<file path="config.mk">
export PLATFORM = sky130hd
export DESIGN_NAME = qsfm_fault_manager
export DESIGN_NICKNAME = d
export VERILOG_FILES = /design/src/qsfm_pkg.sv /design/src/qsfm_fault_manager.sv
export SDC_FILE = /design/constraint.sdc
export NUM_CORES = 1
export LEC_CHECK = 0
export ABC_AREA = 1
export BUFFER_PORTS_ARGS = -buffer_cell sky130_fd_sc_hd__buf_2
export CORE_MARGIN = 5
export CORE_UTILIZATION = 50
export CTS_BUF_LIST = sky130_fd_sc_hd__clkbuf_16
export DETAILED_ROUTE_END_ITERATION = 8
export PLACE_DENSITY = 0.75
export SETUP_SLACK_MARGIN = 0.1
export SLEW_MARGIN = 5
export SYNTH_ARGS = -nofsm -noshare
export SYNTH_HDL_FRONTEND = slang
export SYNTH_SLANG_ARGS = --single-unit
</file>
<file path="constraint.sdc">
create_clock -name sys_clk -period 2.34 [get_ports sys_clk]
set_clock_uncertainty 0.2 [all_clocks]
set_input_delay 0.585 -clock sys_clk [delete_from_list [all_inputs] [get_ports sys_clk]]
set_output_delay 0.585 -clock sys_clk [all_outputs]
set_load 0.01 [all_outputs]
</file>
<file path="src/qsfm_pkg.sv">
// Shared constants and types for the quad switch fault manager.
// Assumes a 200 MHz system clock and an APB master with 32-bit data.
`default_nettype none

package qsfm_pkg;

    // System clock rate in kHz; timing counts derive from it.
    localparam int CLK_KHZ = 200000;

    // Autoretry period in microseconds; the cycle count follows from it.
    localparam int RETRY_PERIOD_US = 1000;
    localparam int RETRY_CYCLES = RETRY_PERIOD_US * CLK_KHZ / 1000;

    // Most autoretry attempts allowed per channel.
    localparam logic [4:0] RETRY_LIMIT = 5'h10;

    // Register byte offsets.
    localparam logic [7:0] CTRL_OFFSET = 8'h00;
    localparam logic [7:0] DIAG_OFFSET = 8'h04;
    localparam logic [7:0] STATUS_OFFSET = 8'h08;
    localparam logic [7:0] RETRY_OFFSET = 8'h0C;

    // Reset values of the writable registers.
    localparam logic [31:0] CTRL_RESET = 32'h0000_0000;
    localparam logic [31:0] DIAG_RESET = 32'h0000_0000;

    // Control register field positions.
    localparam int CTRL_ON_LSB = 0;
    localparam int CTRL_DIRDIS_LSB = 4;
    localparam int CTRL_PWM_BIT = 8;
    localparam int CTRL_OVOFF_BIT = 9;
    localparam int CTRL_OCSET_LSB = 10;

    // Diagnostic configuration field positions.
    localparam int DIAG_OSOFF_LSB = 0;
    localparam int DIAG_OLOFF_LSB = 4;
    localparam int DIAG_LED_LSB = 8;

    // Status register field positions.
    localparam int ST_OT_LSB = 0;
    localparam int ST_OC_LSB = 4;
    localparam int ST_SC_LSB = 8;
    localparam int ST_OS_LSB = 12;
    localparam int ST_OLOFF_LSB = 16;
    localparam int ST_OPEN_LOAD_ON_FLAG_LSB = 20;
    localparam int ST_OV_BIT = 24;
    localparam int ST_UV_BIT = 25;

    // Overcurrent detection settings handed to the analog comparators.
    typedef struct packed {
        logic coolingActive;
        logic [1:0] coolingSlopeSelect;
        logic [1:0] steadyCurrentLevelSel;
        logic highStepRemove;
        logic [1:0] currentSlopeSelect;
        logic lampProfile;
    } qsfm_oc_setting_type;

    localparam int OCSET_W = $bits(qsfm_oc_setting_type);

endpackage : qsfm_pkg

`default_nettype wire

</file>
<file path="src/qsfm_fault_manager.sv">
// Fault protection and diagnostic manager for a four channel switch.
// Assumes analog comparators drive the raw fault inputs asynchronously
// and an APB master reaches the registers on the same clock.
//
// Operation
// - Overheat while on latches output off, pin low
// - OT/OC release needs fault gone plus retry/toggle/reset
// - Overheat while off holds pin low, no latch
// - Overtemperature flag set, cleared by read
// - Four current steps, profile, slope, step-remove settings
// - Steady level defaults, two-bit select of alternatives
// - Overcurrent latches output off, pin low, flag
// - Lamp cooling shapes first step under PWM
// - Severe short latches off, pin low, flag
// - Severe short released only by toggle, mode change, supply fail or reset
// - Overvoltage shuts all outputs, pin low, flag
// - Protect-off keeps warning flag, blocks turn-on
// - Undervoltage turns outputs off, flag, pin low
// - Retry request is OC or OT or UV
// - Retry after one period, at most sixteen
// - Mode transitions clear retry counters
// - Retry restores default overcurrent settings
// - Off-state supply short sets flags, drives pin
// - Off-state open load flag, per-channel disable
// - On-state open load flags only, output stays
// - Fault clear follows direct input or on bit
//
// The implementer's own choices: the register offsets and the APB interface to the registers.
`default_nettype none

module qsfm_fault_manager
    import qsfm_pkg::*;
#(
    parameter int RETRY_CYCLES_P = RETRY_CYCLES
) (
    input wire logic sys_clk,
    input wire logic rst_n,
    input wire logic psel,
    input wire logic penable,
    input wire logic pwrite,
    input wire logic [31:0] paddr,
    input wire logic [31:0] pwdata,
    output logic [31:0] prdata,
    output logic pready,
    output logic pslverr,
    input wire logic [3:0] overTemp,
    input wire logic [3:0] overCurrent,
    input wire logic [3:0] severeShort,
    input wire logic [3:0] shortToSupply,
    input wire logic [3:0] openLoadOff,
    input wire logic [3:0] openLoadOn,
    input wire logic [3:0] gateOff,
    input wire logic [3:0] directIn,
    input wire logic overVoltage,
    input wire logic underVoltage,
    input wire logic failSafe,
    input wire logic logicSupplyFail,
    output logic [3:0] outputOn,
    output logic fault_status_pin_n,
    output logic [3:0] led_open_load_select,
    output qsfm_oc_setting_type [3:0] ocSetting
);

    // Matches a byte address against a register offset.
    function automatic logic addrIs(input logic [31:0] a,
                                    input logic [7:0] off);
        addrIs = (a[31:8] == 24'h000000) && (a[7:0] == off);
    endfunction : addrIs

    // Three-stage synchronisers for every asynchronous input.
    // Comparator outputs change at any time, hence three stages.
    logic [35:0] rawIn;
    logic [35:0] syncA_reg;
    logic [35:0] syncB_reg;
    logic [35:0] syncC_reg;
    logic [35:0] filt_reg;
    logic [35:0] filt_next;

    // The bit order of this bundle fixes the slices taken further down.
    // Keep both lists in step whenever an input is added.
    assign rawIn = {logicSupplyFail, failSafe, underVoltage, overVoltage,
                    directIn, gateOff, openLoadOn, openLoadOff,
                    shortToSupply, severeShort, overCurrent, overTemp};

    // A level change counts only once stages two and three agree.
    // A one-cycle glitch on a comparator is thus never acted upon.
    // The price is a fixed latency of four edges on every fault.
    assign filt_next = (syncB_reg & syncC_reg) |
                       (filt_reg & (syncB_reg | syncC_reg));

    // Synchroniser chain and agreement filter.
    always_ff @(posedge sys_clk) begin
        if (!rst_n) begin
            syncA_reg <= '0;
            syncB_reg <= '0;
            syncC_reg <= '0;
            filt_reg <= '0;
        end else begin
            syncA_reg <= rawIn;
            syncB_reg <= syncA_reg;
            syncC_reg <= syncB_reg;
            filt_reg <= filt_next;
        end
    end

    // Filtered conditions, named by meaning.
    // Gate-off tells that the channel's gate has really discharged.
    wire [3:0] ot = filt_reg[3:0];
    wire [3:0] oc = filt_reg[7:4];
    wire [3:0] sc = filt_reg[11:8];
    wire [3:0] os = filt_reg[15:12];
    wire [3:0] olOff = filt_reg[19:16];
    wire [3:0] open_load_on_flag = filt_reg[23:20];
    wire [3:0] gOff = filt_reg[27:24];
    wire [3:0] din = filt_reg[31:28];
    wire ov = filt_reg[32];
    wire uv = filt_reg[33];
    wire fsMode = filt_reg[34];
    wire supFail = filt_reg[35];

    // Software-visible configuration and flag state.
    logic [31:0] ctrl_reg;
    logic [31:0] diag_reg;
    logic [25:0] status_reg;
    logic [25:0] status_next;
    logic fsPrev_reg;
    logic [3:0] fcPrev_reg;

    // Fault latches and the default-settings hold after a retry.
    logic [3:0] otLatch_reg;
    logic [3:0] ocLatch_reg;
    logic [3:0] scLatch_reg;
    logic [3:0] otLatch_next;
    logic [3:0] ocLatch_next;
    logic [3:0] scLatch_next;
    logic [3:0] dfltHold_reg;
    logic [3:0] dfltHold_next;

    // Configuration fields.
    wire [3:0] onBit = ctrl_reg[CTRL_ON_LSB +: 4];
    wire [3:0] dirDis = ctrl_reg[CTRL_DIRDIS_LSB +: 4];
    wire pwmEn = ctrl_reg[CTRL_PWM_BIT];
    wire ovOff = ctrl_reg[CTRL_OVOFF_BIT];
    // The whole detector setting, cooling enable on top, sits in CTRL.
    wire [OCSET_W-1:0] ocCfg = ctrl_reg[CTRL_OCSET_LSB +: OCSET_W];
    wire [3:0] osDis = diag_reg[DIAG_OSOFF_LSB +: 4];
    wire [3:0] olDis = diag_reg[DIAG_OLOFF_LSB +: 4];

    // Fault clear control per channel.
    // With PWM on, only the serial on bit can start a release.
    wire [3:0] faultCtl = (din & ~dirDis & {4{~pwmEn}}) | onBit;
    wire [3:0] fcRise = faultCtl & ~fcPrev_reg;

    // Fail-safe hands the outputs to the direct inputs.
    wire [3:0] hsCmd = fsMode ? din : faultCtl;

    // Any mode change or logic supply failure wipes latched faults.
    // fsPrev_reg starts low, so leaving reset in fail-safe counts too.
    wire modeChange = fsMode ^ fsPrev_reg;
    wire clearAll = modeChange | supFail;

    // Autoretry requests and firing strobes from the channel timers.
    // A retry request alone does not arm a timer: the channel must
    // also be latched off by heat or overcurrent.
    wire [3:0] otFlag = status_reg[ST_OT_LSB +: 4];
    wire [3:0] ocFlag = status_reg[ST_OC_LSB +: 4];
    wire uvFlag = status_reg[ST_UV_BIT];
    wire [3:0] retryReq = ocFlag | otFlag | {4{uvFlag}};
    wire [3:0] latchedOff = otLatch_reg | ocLatch_reg;
    wire faultMode = |{otLatch_reg, ocLatch_reg, scLatch_reg, uv, ov};
    wire [3:0] retryFire;
    wire [19:0] retryCountBus;

    // Overtemperature latches only when the channel is commanded on.
    // Release needs the heat gone and a retry or a clear toggle.
    assign otLatch_next = clearAll ? 4'h0 :
        (otLatch_reg & ~(~ot & (retryFire | fcRise))) |
        (ot & hsCmd);

    // Overcurrent latches only while the output is on; release is the same.
    assign ocLatch_next = clearAll ? 4'h0 :
        (ocLatch_reg & ~(~oc & (retryFire | fcRise))) |
        (oc & outputOn);

    // A severe short is never released by a retry.
    assign scLatch_next = clearAll ? 4'h0 :
        (scLatch_reg & ~(~sc & fcRise)) |
        (sc & hsCmd);

    // After a retry the detector runs on defaults until a real turn-on.
    assign dfltHold_next = clearAll ? 4'h0 :
        (dfltHold_reg & ~fcRise) | retryFire;

    // Output enable: blocked by latches, undervoltage and overvoltage.
    // With protection off, overvoltage only stops new turn-ons.
    // Undervoltage is not latched; the output returns with the supply.
    wire [3:0] ovGate = !ov ? 4'hF : (ovOff ? outputOn : 4'h0);
    wire [3:0] outputOn_next = hsCmd & ~otLatch_next & ~ocLatch_next &
        ~scLatch_next & {4{~uv}} & ovGate;

    // Flags that hardware sets; off-state checks wait for the gate.
    // Heat sets its flag whether or not the channel is commanded on.
    wire [3:0] osSet = os & gOff & ~hsCmd & ~osDis;
    wire [3:0] olOffSet = (olOff & gOff & ~hsCmd & ~olDis) | osSet;
    wire [3:0] olOnSet = open_load_on_flag & outputOn;
    wire [25:0] statusSet = {uv, ov, olOnSet, olOffSet, osSet,
        sc & hsCmd, oc & outputOn, ot};

    // APB decode.
    // Only the first 256 bytes are decoded; any higher address misses.
    wire setupPh = psel & ~penable;
    wire accessDone = psel & penable & pready;
    wire hitCtrl = addrIs(paddr, CTRL_OFFSET);
    wire hitDiag = addrIs(paddr, DIAG_OFFSET);
    wire hitStatus = addrIs(paddr, STATUS_OFFSET);
    wire hitRetry = addrIs(paddr, RETRY_OFFSET);
    wire mapped = hitCtrl | hitDiag | hitStatus | hitRetry;
    wire [31:0] readMux =
        hitCtrl ? ctrl_reg :
        hitDiag ? diag_reg :
        hitStatus ? {6'h00, status_reg} :
        hitRetry ? {12'h000, retryCountBus} : 32'h0000_0000;

    // Only bits already copied into prdata are cleared, and a set in
    // the same cycle still wins, so no event is lost.
    wire [25:0] readClr = (accessDone & ~pwrite & hitStatus) ?
        prdata[25:0] : 26'h0000000;
    assign status_next = clearAll ? statusSet :
        (status_reg & ~readClr) | statusSet;

    // Fault pin: latched faults, live heat while off, undervoltage, overvoltage with protection on,
    // and off-state diagnostics; on-state open load stays silent.
    wire pinFault = |{otLatch_next, ocLatch_next, scLatch_next,
        ot & ~hsCmd, osSet, olOffSet, uv, ov & ~ovOff};

    // Per-channel autoretry timers and attempt counters.
    // Each channel keeps its own timer, so retries never wait on
    // another channel's fault.
    genvar ch;
    generate
        for (ch = 0; ch < 4; ch++) begin : g_retry
            logic [31:0] tmr_reg;
            logic [4:0] cnt_reg;
            // Runs only in fault mode while the channel is latched off
            // and attempts remain.
            wire armed = faultMode & retryReq[ch] & latchedOff[ch] &
                (cnt_reg < RETRY_LIMIT);
            assign retryFire[ch] = armed &
                (tmr_reg == 32'(RETRY_CYCLES_P - 1));
            assign retryCountBus[ch*5 +: 5] = cnt_reg;

            // Counter clears on any mode change.
            always_ff @(posedge sys_clk) begin
                if (!rst_n || modeChange || supFail) begin
                    tmr_reg <= '0;
                    cnt_reg <= '0;
                end else if (!armed || retryFire[ch]) begin
                    tmr_reg <= '0;
                    cnt_reg <= cnt_reg + {4'h0, retryFire[ch]};
                end else begin
                    tmr_reg <= tmr_reg + 32'h0000_0001;
                end
            end

            // Settings per channel; cooling needs normal mode and PWM.
            always_ff @(posedge sys_clk) begin
                if (!rst_n) begin
                    ocSetting[ch] <= '0;
                end else if (dfltHold_next[ch]) begin
                    ocSetting[ch] <= '0;
                end else begin
                    // Cooling needs its enable, the lamp profile and PWM.
                    ocSetting[ch] <= {ocCfg[OCSET_W-1] & ocCfg[0] &
                        pwmEn & ~fsMode,
                        ocCfg[OCSET_W-2:0]};
                end
            end
        end
    endgenerate

    // APB slave: data is loaded in setup, ready in the access cycle.
    // Read data is frozen at setup, so a flag that sets during the
    // access shows up on the next read instead of being cleared.
    // Limitation: no wait states are ever inserted.
    always_ff @(posedge sys_clk) begin
        if (!rst_n) begin
            pready <= 1'b0;
            prdata <= 32'h0000_0000;
            pslverr <= 1'b0;
        end else if (setupPh) begin
            pready <= 1'b1;
            prdata <= pwrite ? 32'h0000_0000 : readMux;
            pslverr <= ~mapped;
        end else begin
            pready <= 1'b0;
            pslverr <= 1'b0;
        end
    end

    // Configuration writes; fail-safe holds everything at defaults.
    // Bits above bit 19 of CTRL and bit 11 of DIAG are dropped so they read back 0.
    always_ff @(posedge sys_clk) begin
        if (!rst_n || fsMode || supFail) begin
            ctrl_reg <= CTRL_RESET;
            diag_reg <= DIAG_RESET;
        end else if (accessDone && pwrite) begin
            if (hitCtrl) begin
                ctrl_reg <= {12'h000, pwdata[19:0]};
            end
            if (hitDiag) begin
                diag_reg <= {20'h00000, pwdata[11:0]};
            end
        end
    end

    // Fault state, flags, output drive and fault pin.
    // The pin is registered so decode glitches never reach the board.
    always_ff @(posedge sys_clk) begin
        if (!rst_n) begin
            status_reg <= '0;
            otLatch_reg <= 4'h0;
            ocLatch_reg <= 4'h0;
            scLatch_reg <= 4'h0;
            dfltHold_reg <= 4'h0;
            fcPrev_reg <= 4'h0;
            fsPrev_reg <= 1'b0;
            outputOn <= 4'h0;
            fault_status_pin_n <= 1'b1;
            led_open_load_select <= 4'h0;
        end else begin
            status_reg <= status_next;
            otLatch_reg <= otLatch_next;
            ocLatch_reg <= ocLatch_next;
            scLatch_reg <= scLatch_next;
            dfltHold_reg <= dfltHold_next;
            fcPrev_reg <= faultCtl;
            fsPrev_reg <= fsMode;
            outputOn <= outputOn_next;
            fault_status_pin_n <= ~pinFault;
            led_open_load_select <= diag_reg[DIAG_LED_LSB +: 4];
        end
    end

endmodule : qsfm_fault_manager

`default_nettype wire

</file>
==> results of run 1 <==
## how the worst min path moves through the flow
stage / depth (start not counted) / slack, ps / end
CTS: 3 / 2 / syncA_reg[30]
detailed placement: 2 / 200 / syncB_reg[11]
floorplan: 2 / 190 / syncB_reg[0]
global route: 3 / 40 / syncA_reg[30]
global placement: 2 / 190 / syncB_reg[20]
finish: 3 / 40 / syncA_reg[30]
## power by group
group,internal (mW),total [mW],switching (mW)
sequential,7.63,7.67,0.0348
combinational,0.159,0.382,0.223
clock,4.32,7.39,3.06
## worst register-to-register path, stage by stage, from the launching register on
cell and delay [ps]:
dfxtp_2 340, nand2_1 90, inv_2 70, nand4_1 100, nor3_2 210, nand3_1 140
nor4_2 300, ha_2 230, buf_4 110, ha_4 120, a21boi_2 180, buf_4 130
a21oi_2 40
## kinds of logic after synthesis
| family | synth area share |
|---|---|
| compound gates | 0.0839 |
| fa+ha+maj | 0.00810 |
| xor+xnor | 0.0208 |
| flops | 0.480 |
| other cells | 0.000202 |
| buf+inv | 0.0866 |
| simple gates | 0.321 |
## cell type report
| type | instances | area (µm²) |
|---|---|---|
| clock inverter | 38 | 348 |
| clock buffer | 47 | 1180 |
| fill | 3152 | 13500 |
| timing repair buffer | 323 | 2260 |
| sequential | 444 | 8930 |
| inverter | 331 | 1250 |
| tap | 468 | 586 |
| multi-input combinational | 1671 | 8550 |
## what timing repair did
item                                   4_1_cts  5_1_grt
pin swaps                                    5       58
setup buffers                                1       34
hold buffers                                35        0
resized for setup                           24      155
endpoints found under the hold margin       35        0
cloned                                       0        2
setup endpoints to repair                   24      112
## Yosys cell counts (4+ instances only)
cell type / instances / area share
xnor2_1: 8 / 0.0038
nor3b_2: 6 / 0.0041
nand4_1: 51 / 0.017
xor2_1: 36 / 0.017
o21ai_0: 88 / 0.024
nor3_1: 77 / 0.021
nand3_2: 8 / 0.0043
nor2_4: 7 / 0.0043
nor2_2: 18 / 0.0061
nand2_1: 545 / 0.11
nand3b_1: 5 / 0.0020
or2_0: 10 / 0.0034
nor3_2: 10 / 0.0054
inv_1: 318 / 0.064
nand3_1: 132 / 0.036
dfxtp_1: 444 / 0.48
nand2_2: 4 / 0.0014
nor2_1: 364 / 0.074
nor4_1: 26 / 0.0088
nor3b_1: 16 / 0.0065
buf_2: 21 / 0.0057
o22ai_1: 4 / 0.0014
or2_2: 17 / 0.0057
and3_1: 4 / 0.0014
a21oi_1: 171 / 0.046
inv_2: 12 / 0.0024
clkbuf_1: 35 / 0.0071
a211oi_1: 18 / 0.0073
buf_6: 5 / 0.0030
ha_1: 12 / 0.0081
buf_4: 8 / 0.0032
## metal layers
metal	part of all wire	GRT usage
met2	0.48	0.390
met5	0	0
met3	0.058	0.0407
met4	0.035	0.0868
met1	0.43	0.292
==> run metrics, run 1 <==
vias per cell=5.13; commonest non-fill, non-tap cells in the layout=515 x nand2_1, 415 x dfxtp_1, 343 x nor2_1; Crit path max-delay family=simple AND/OR/NAND/NOR gates; RR Endpoint=g_retry[3].cnt_reg[2]; Die X=203 µm; WL per Instance=14.9 µm; Synth async-reset ratio=0; Slew Viols, Final=0; initial antenna violation count=0; CTS tree=done; CP Capture Point=g_retry[3].cnt_reg[2]; Final setup viols=1; hold_ws=just under 40 ps; Data required, critical path=approximately 2600 ps; Worst path slowest cell=dfxtp_2; total chip power=15.4 mW; H-tree levels=2; Util after Layout=0.631; Max Freq=423 MHz; Post-layout nets=slightly below 3000; Routability Congestion=0.919; CTS Buf Count=46; Max Buffers Root-to-Sink=3; gr ovfl total=0; IO buf count=between 150 and 200; vias=17058; Leakage=roughly 9.8 nW; Reg-to-Reg Start=g_retry[3].tmr_reg[17]; row cnt=70; vias in the first global route=about 16000; fraction of the yosys area taken by sequential cells=0.480; pre-CTS WS=-144 ps; R2R setup slack=-30 ps; Yosys reg bits=approximately 440; design area=approximately 0.023 mm²; total placed cells including tap cells=roughly 3200; placed cell areas=0.0204 mm²; I/O pins=approximately 180; Slowest Stage Delay on Critical Path=340 ps; Core Area=0.0366 mm²; crit path DAT=2620 ps; Worst-path clk slew=60 ps; Buf/Inv on CP=3; drt first pass iters=5; crit-path max FO=3; EDFF count, synth=0; clock root buffer=clkbuf_16; crit end category=flip-flop; commonest non-fill, non-tap cell in the layout=nand2_1; Worst Max-Slew Pin Slew=689 ps; Layout area overhead=24.6%; count of cell types in the netlist=a little over 50; ys flop type=dfxtp_1; total track usage=0.229; fin crit period=2370 ps; cell-by-cell trace of the critical path=nand2_1, inv_2, nand4_1, nor3_2, nand3_1, nor4_2, ha_2, buf_4, ha_4, a21boi_2, buf_4, a21oi_2; Levels on crit path=12; largest net degree at the start of global routing=107; Critical Path Start Type=flip-flop; Critical Path Start=g_retry[3].tmr_reg[17]; Cells after Synth=2511; Synth Warn #=0; diode count=0; worst setup margin=-25.1 ps; period utilization=1.01; peak supply drop=about 0.66 mV; Max-cap violations=0; failing checks=negative setup slack; Initial Util=0.506; worst hold path type=in2reg; cell repeated most along the worst path=buf_4; Die H=203 µm; Final ANT Viol Nets=0; Hold Path Origin=directIn[2]; final WL=49400 µm; critical path class=reg2reg; DR DRC count=0; RSZ-0062 raised after global routing=true; Pwr per Cell Area=between 600 and 700 mW/mm²; Worst slew margin=0.536; status=finished with violations; CTS Sinks=around 440; depth of the most critical reg-to-reg path=12; Largest register FFs=128; TNS Setup=-25.1 ps; DPL Wire Length=roughly 35000 µm; Non-Filler Instances=3322; final hold vios=0; clk_lat worst skew=580 ps; layout cells sized above 1=0.208; drt initial violations=1231; first-pass GRT wire length=79000 µm; syn_area_per_cell=7.38 µm²; DIE AREA=0.0410 mm²; Synth Cell Area=roughly 0.019 mm²
Note: power is estimated with default switching activity, not from simulation.
==> run 2: changes to the inputs <==
- CORE_UTILIZATION: 50 -> 47
- PLACE_DENSITY: 0.75 -> 0.72
==> run metrics, run 2 (synthesized netlist as in run 1, its figures left out) <==
total chip power=15.0 mW; Pwr per Cell Area=between 600 and 700 mW/mm²; layout cells sized above 1=0.194; Worst Max-Slew Pin Slew=between 600 and 700 ps; worst setup margin=between 20 and 25 ps; clk_lat worst skew=around 580 ps; period utilization=0.990; commonest non-fill, non-tap cell in the layout=nand2_1; met3 WL=2790 µm; Slew Viols, Final=0; drt first pass iters=6; Core Area=0.0388 mm²; Max Freq=432 MHz; Post-layout nets=2928; drt initial violations=1239; DIE AREA=between 0.04 and 0.05 mm²; crit path DAT=2620 ps; area of the multi-input gates=~0.0085 mm²; depth of the most critical reg-to-reg path=10; Data required, critical path=2640 ps; Util after Layout=0.591; vias=17068; vias per cell=a little over 5; first-pass GRT wire length=78600 µm; RSZ-0062 raised after global routing=true; Max Buffers Root-to-Sink=3; crit-path max FO=5; commonest non-fill, non-tap cells in the layout=525 x nand2_1, 420 x dfxtp_1, 349 x nor2_1; Worst path slowest cell=nor4_2; largest net degree at the start of global routing=124; cell repeated most along the worst path=nand4_1; Max-cap violations=0; DPL Wire Length=34700 µm; cell-by-cell trace of the critical path=inv_2, nand4_1, nor4_2, nand2_1, nor3_2, ha_2, buf_4, nand4_1, or2_0, a21oi_1; crit end category=flip-flop; Routability Congestion=0.904; Critical Path Start Type=flip-flop; total track usage=0.214; Die X=209 µm; H-tree levels=2; Seq. cell area=approximately 0.0089 mm²; worst hold path type=in2reg; CTS tree=done; gr ovfl total=0; clock root buffer=clkbuf_16; Buf/Inv on CP=2; Largest register FFs=128; Slowest Stage Delay on Critical Path=around 410 ps; Non-Filler Instances=3360; wire length on met1=21300 µm; final WL=48800 µm; Final ANT Viol Nets=0; fillers=3393; final hold vios=0; Final setup viols=0; CTS Buf Count=46; total placed cells including tap cells=3225; top sig layer=met4; Levels on crit path=10; WL per Instance=roughly 15 µm; status=finished clean; WHS Path Cells=3; Leakage=9.73 nW; peak supply drop=0.553 mV; CTS Sinks=444; critical path class=reg2reg; vias in the first global route=around 16000; Initial Util=0.477; Worst-path clk slew=approximately 60 ps; Layout area overhead=23.8%; pre-CTS WS=-105 ps; Worst slew margin=0.563; met2 WL post-DR=about 23000 µm; fin crit period=2320 ps; Crit path max-delay family=simple AND/OR/NAND/NOR gates; initial antenna violation count=0; I/O pins=184; diode count=0; row cnt=72; IO buf count=165; DR DRC count=0; Die H=209 µm
==> run 2: routing by layer <==
layer | vias up | track usage
met5 | - | 0
li1 | 8606 | -
met3 | 92 | 0.0333
met4 | 0 | 0.0673
met2 | 486 | 0.358
met1 | 7884 | 0.285
==> run 2: what timing repair did <==
| action | in CTS | in global routing |
|---|---|---|
| pin swaps | 8 | 39 |
| endpoints found under the setup margin | 24 | 90 |
| gates cloned | 0 | 1 |
| endpoints found under the hold margin | 36 | 0 |
| hold buffers | 36 | 0 |
| gates resized for setup | 21 | 129 |
| buffers inserted | 1 | 18 |
==> run 2: path summary, 6_finish.rpt <==
kind                           from               endpoint  slack, ps
max          g_retry[1].tmr_reg[22]  g_retry[1].cnt_reg[3]         20
min                      pwdata[10]           diag_reg[10]         70
max reg2reg  g_retry[1].tmr_reg[22]  g_retry[1].cnt_reg[3]         20
min reg2reg            syncA_reg[2]           syncB_reg[2]        210
==> run 2: final cells by class <==
class,instances,share of cell area
Sequential cell,444,0.389
Multi-Input combinational cell,1670,0.370
Timing Repair Buffer,318,0.0959
Inverter,331,0.0543
Clock buffer,47,0.0513
Tap cell,518,0.0282
Clock inverter,32,0.0110
==> run 2: report_power, final <==
part           switching [mW]  internal [mW]  leakage (nW)  total [mW]
combinational           0.219          0.159          5.39       0.378
sequential             0.0341           7.63          3.61        7.67
clock                    3.00           3.97         0.733        6.97
==> run 2: stage by stage <==
| stage | hold WS, ps | cell area [µm²] | setup TNS, ps |
|---|---|---|---|
| finish | 69.5 | 22900 | 0 |
| global route | 68.8 | 22900 | -291 |
| CTS | 44.5 | 22400 | -7.09 |
| detailed placement | 197 | 20500 | -993 |
| global placement | 195 | 20500 | -661 |
| floorplan | 190 | 18600 | 0 |
==> run 2: tightest hold or removal path, cell delays in order <==
cell and delay, ps:
buf_2 110, nand2_1 60, a21oi_1 50
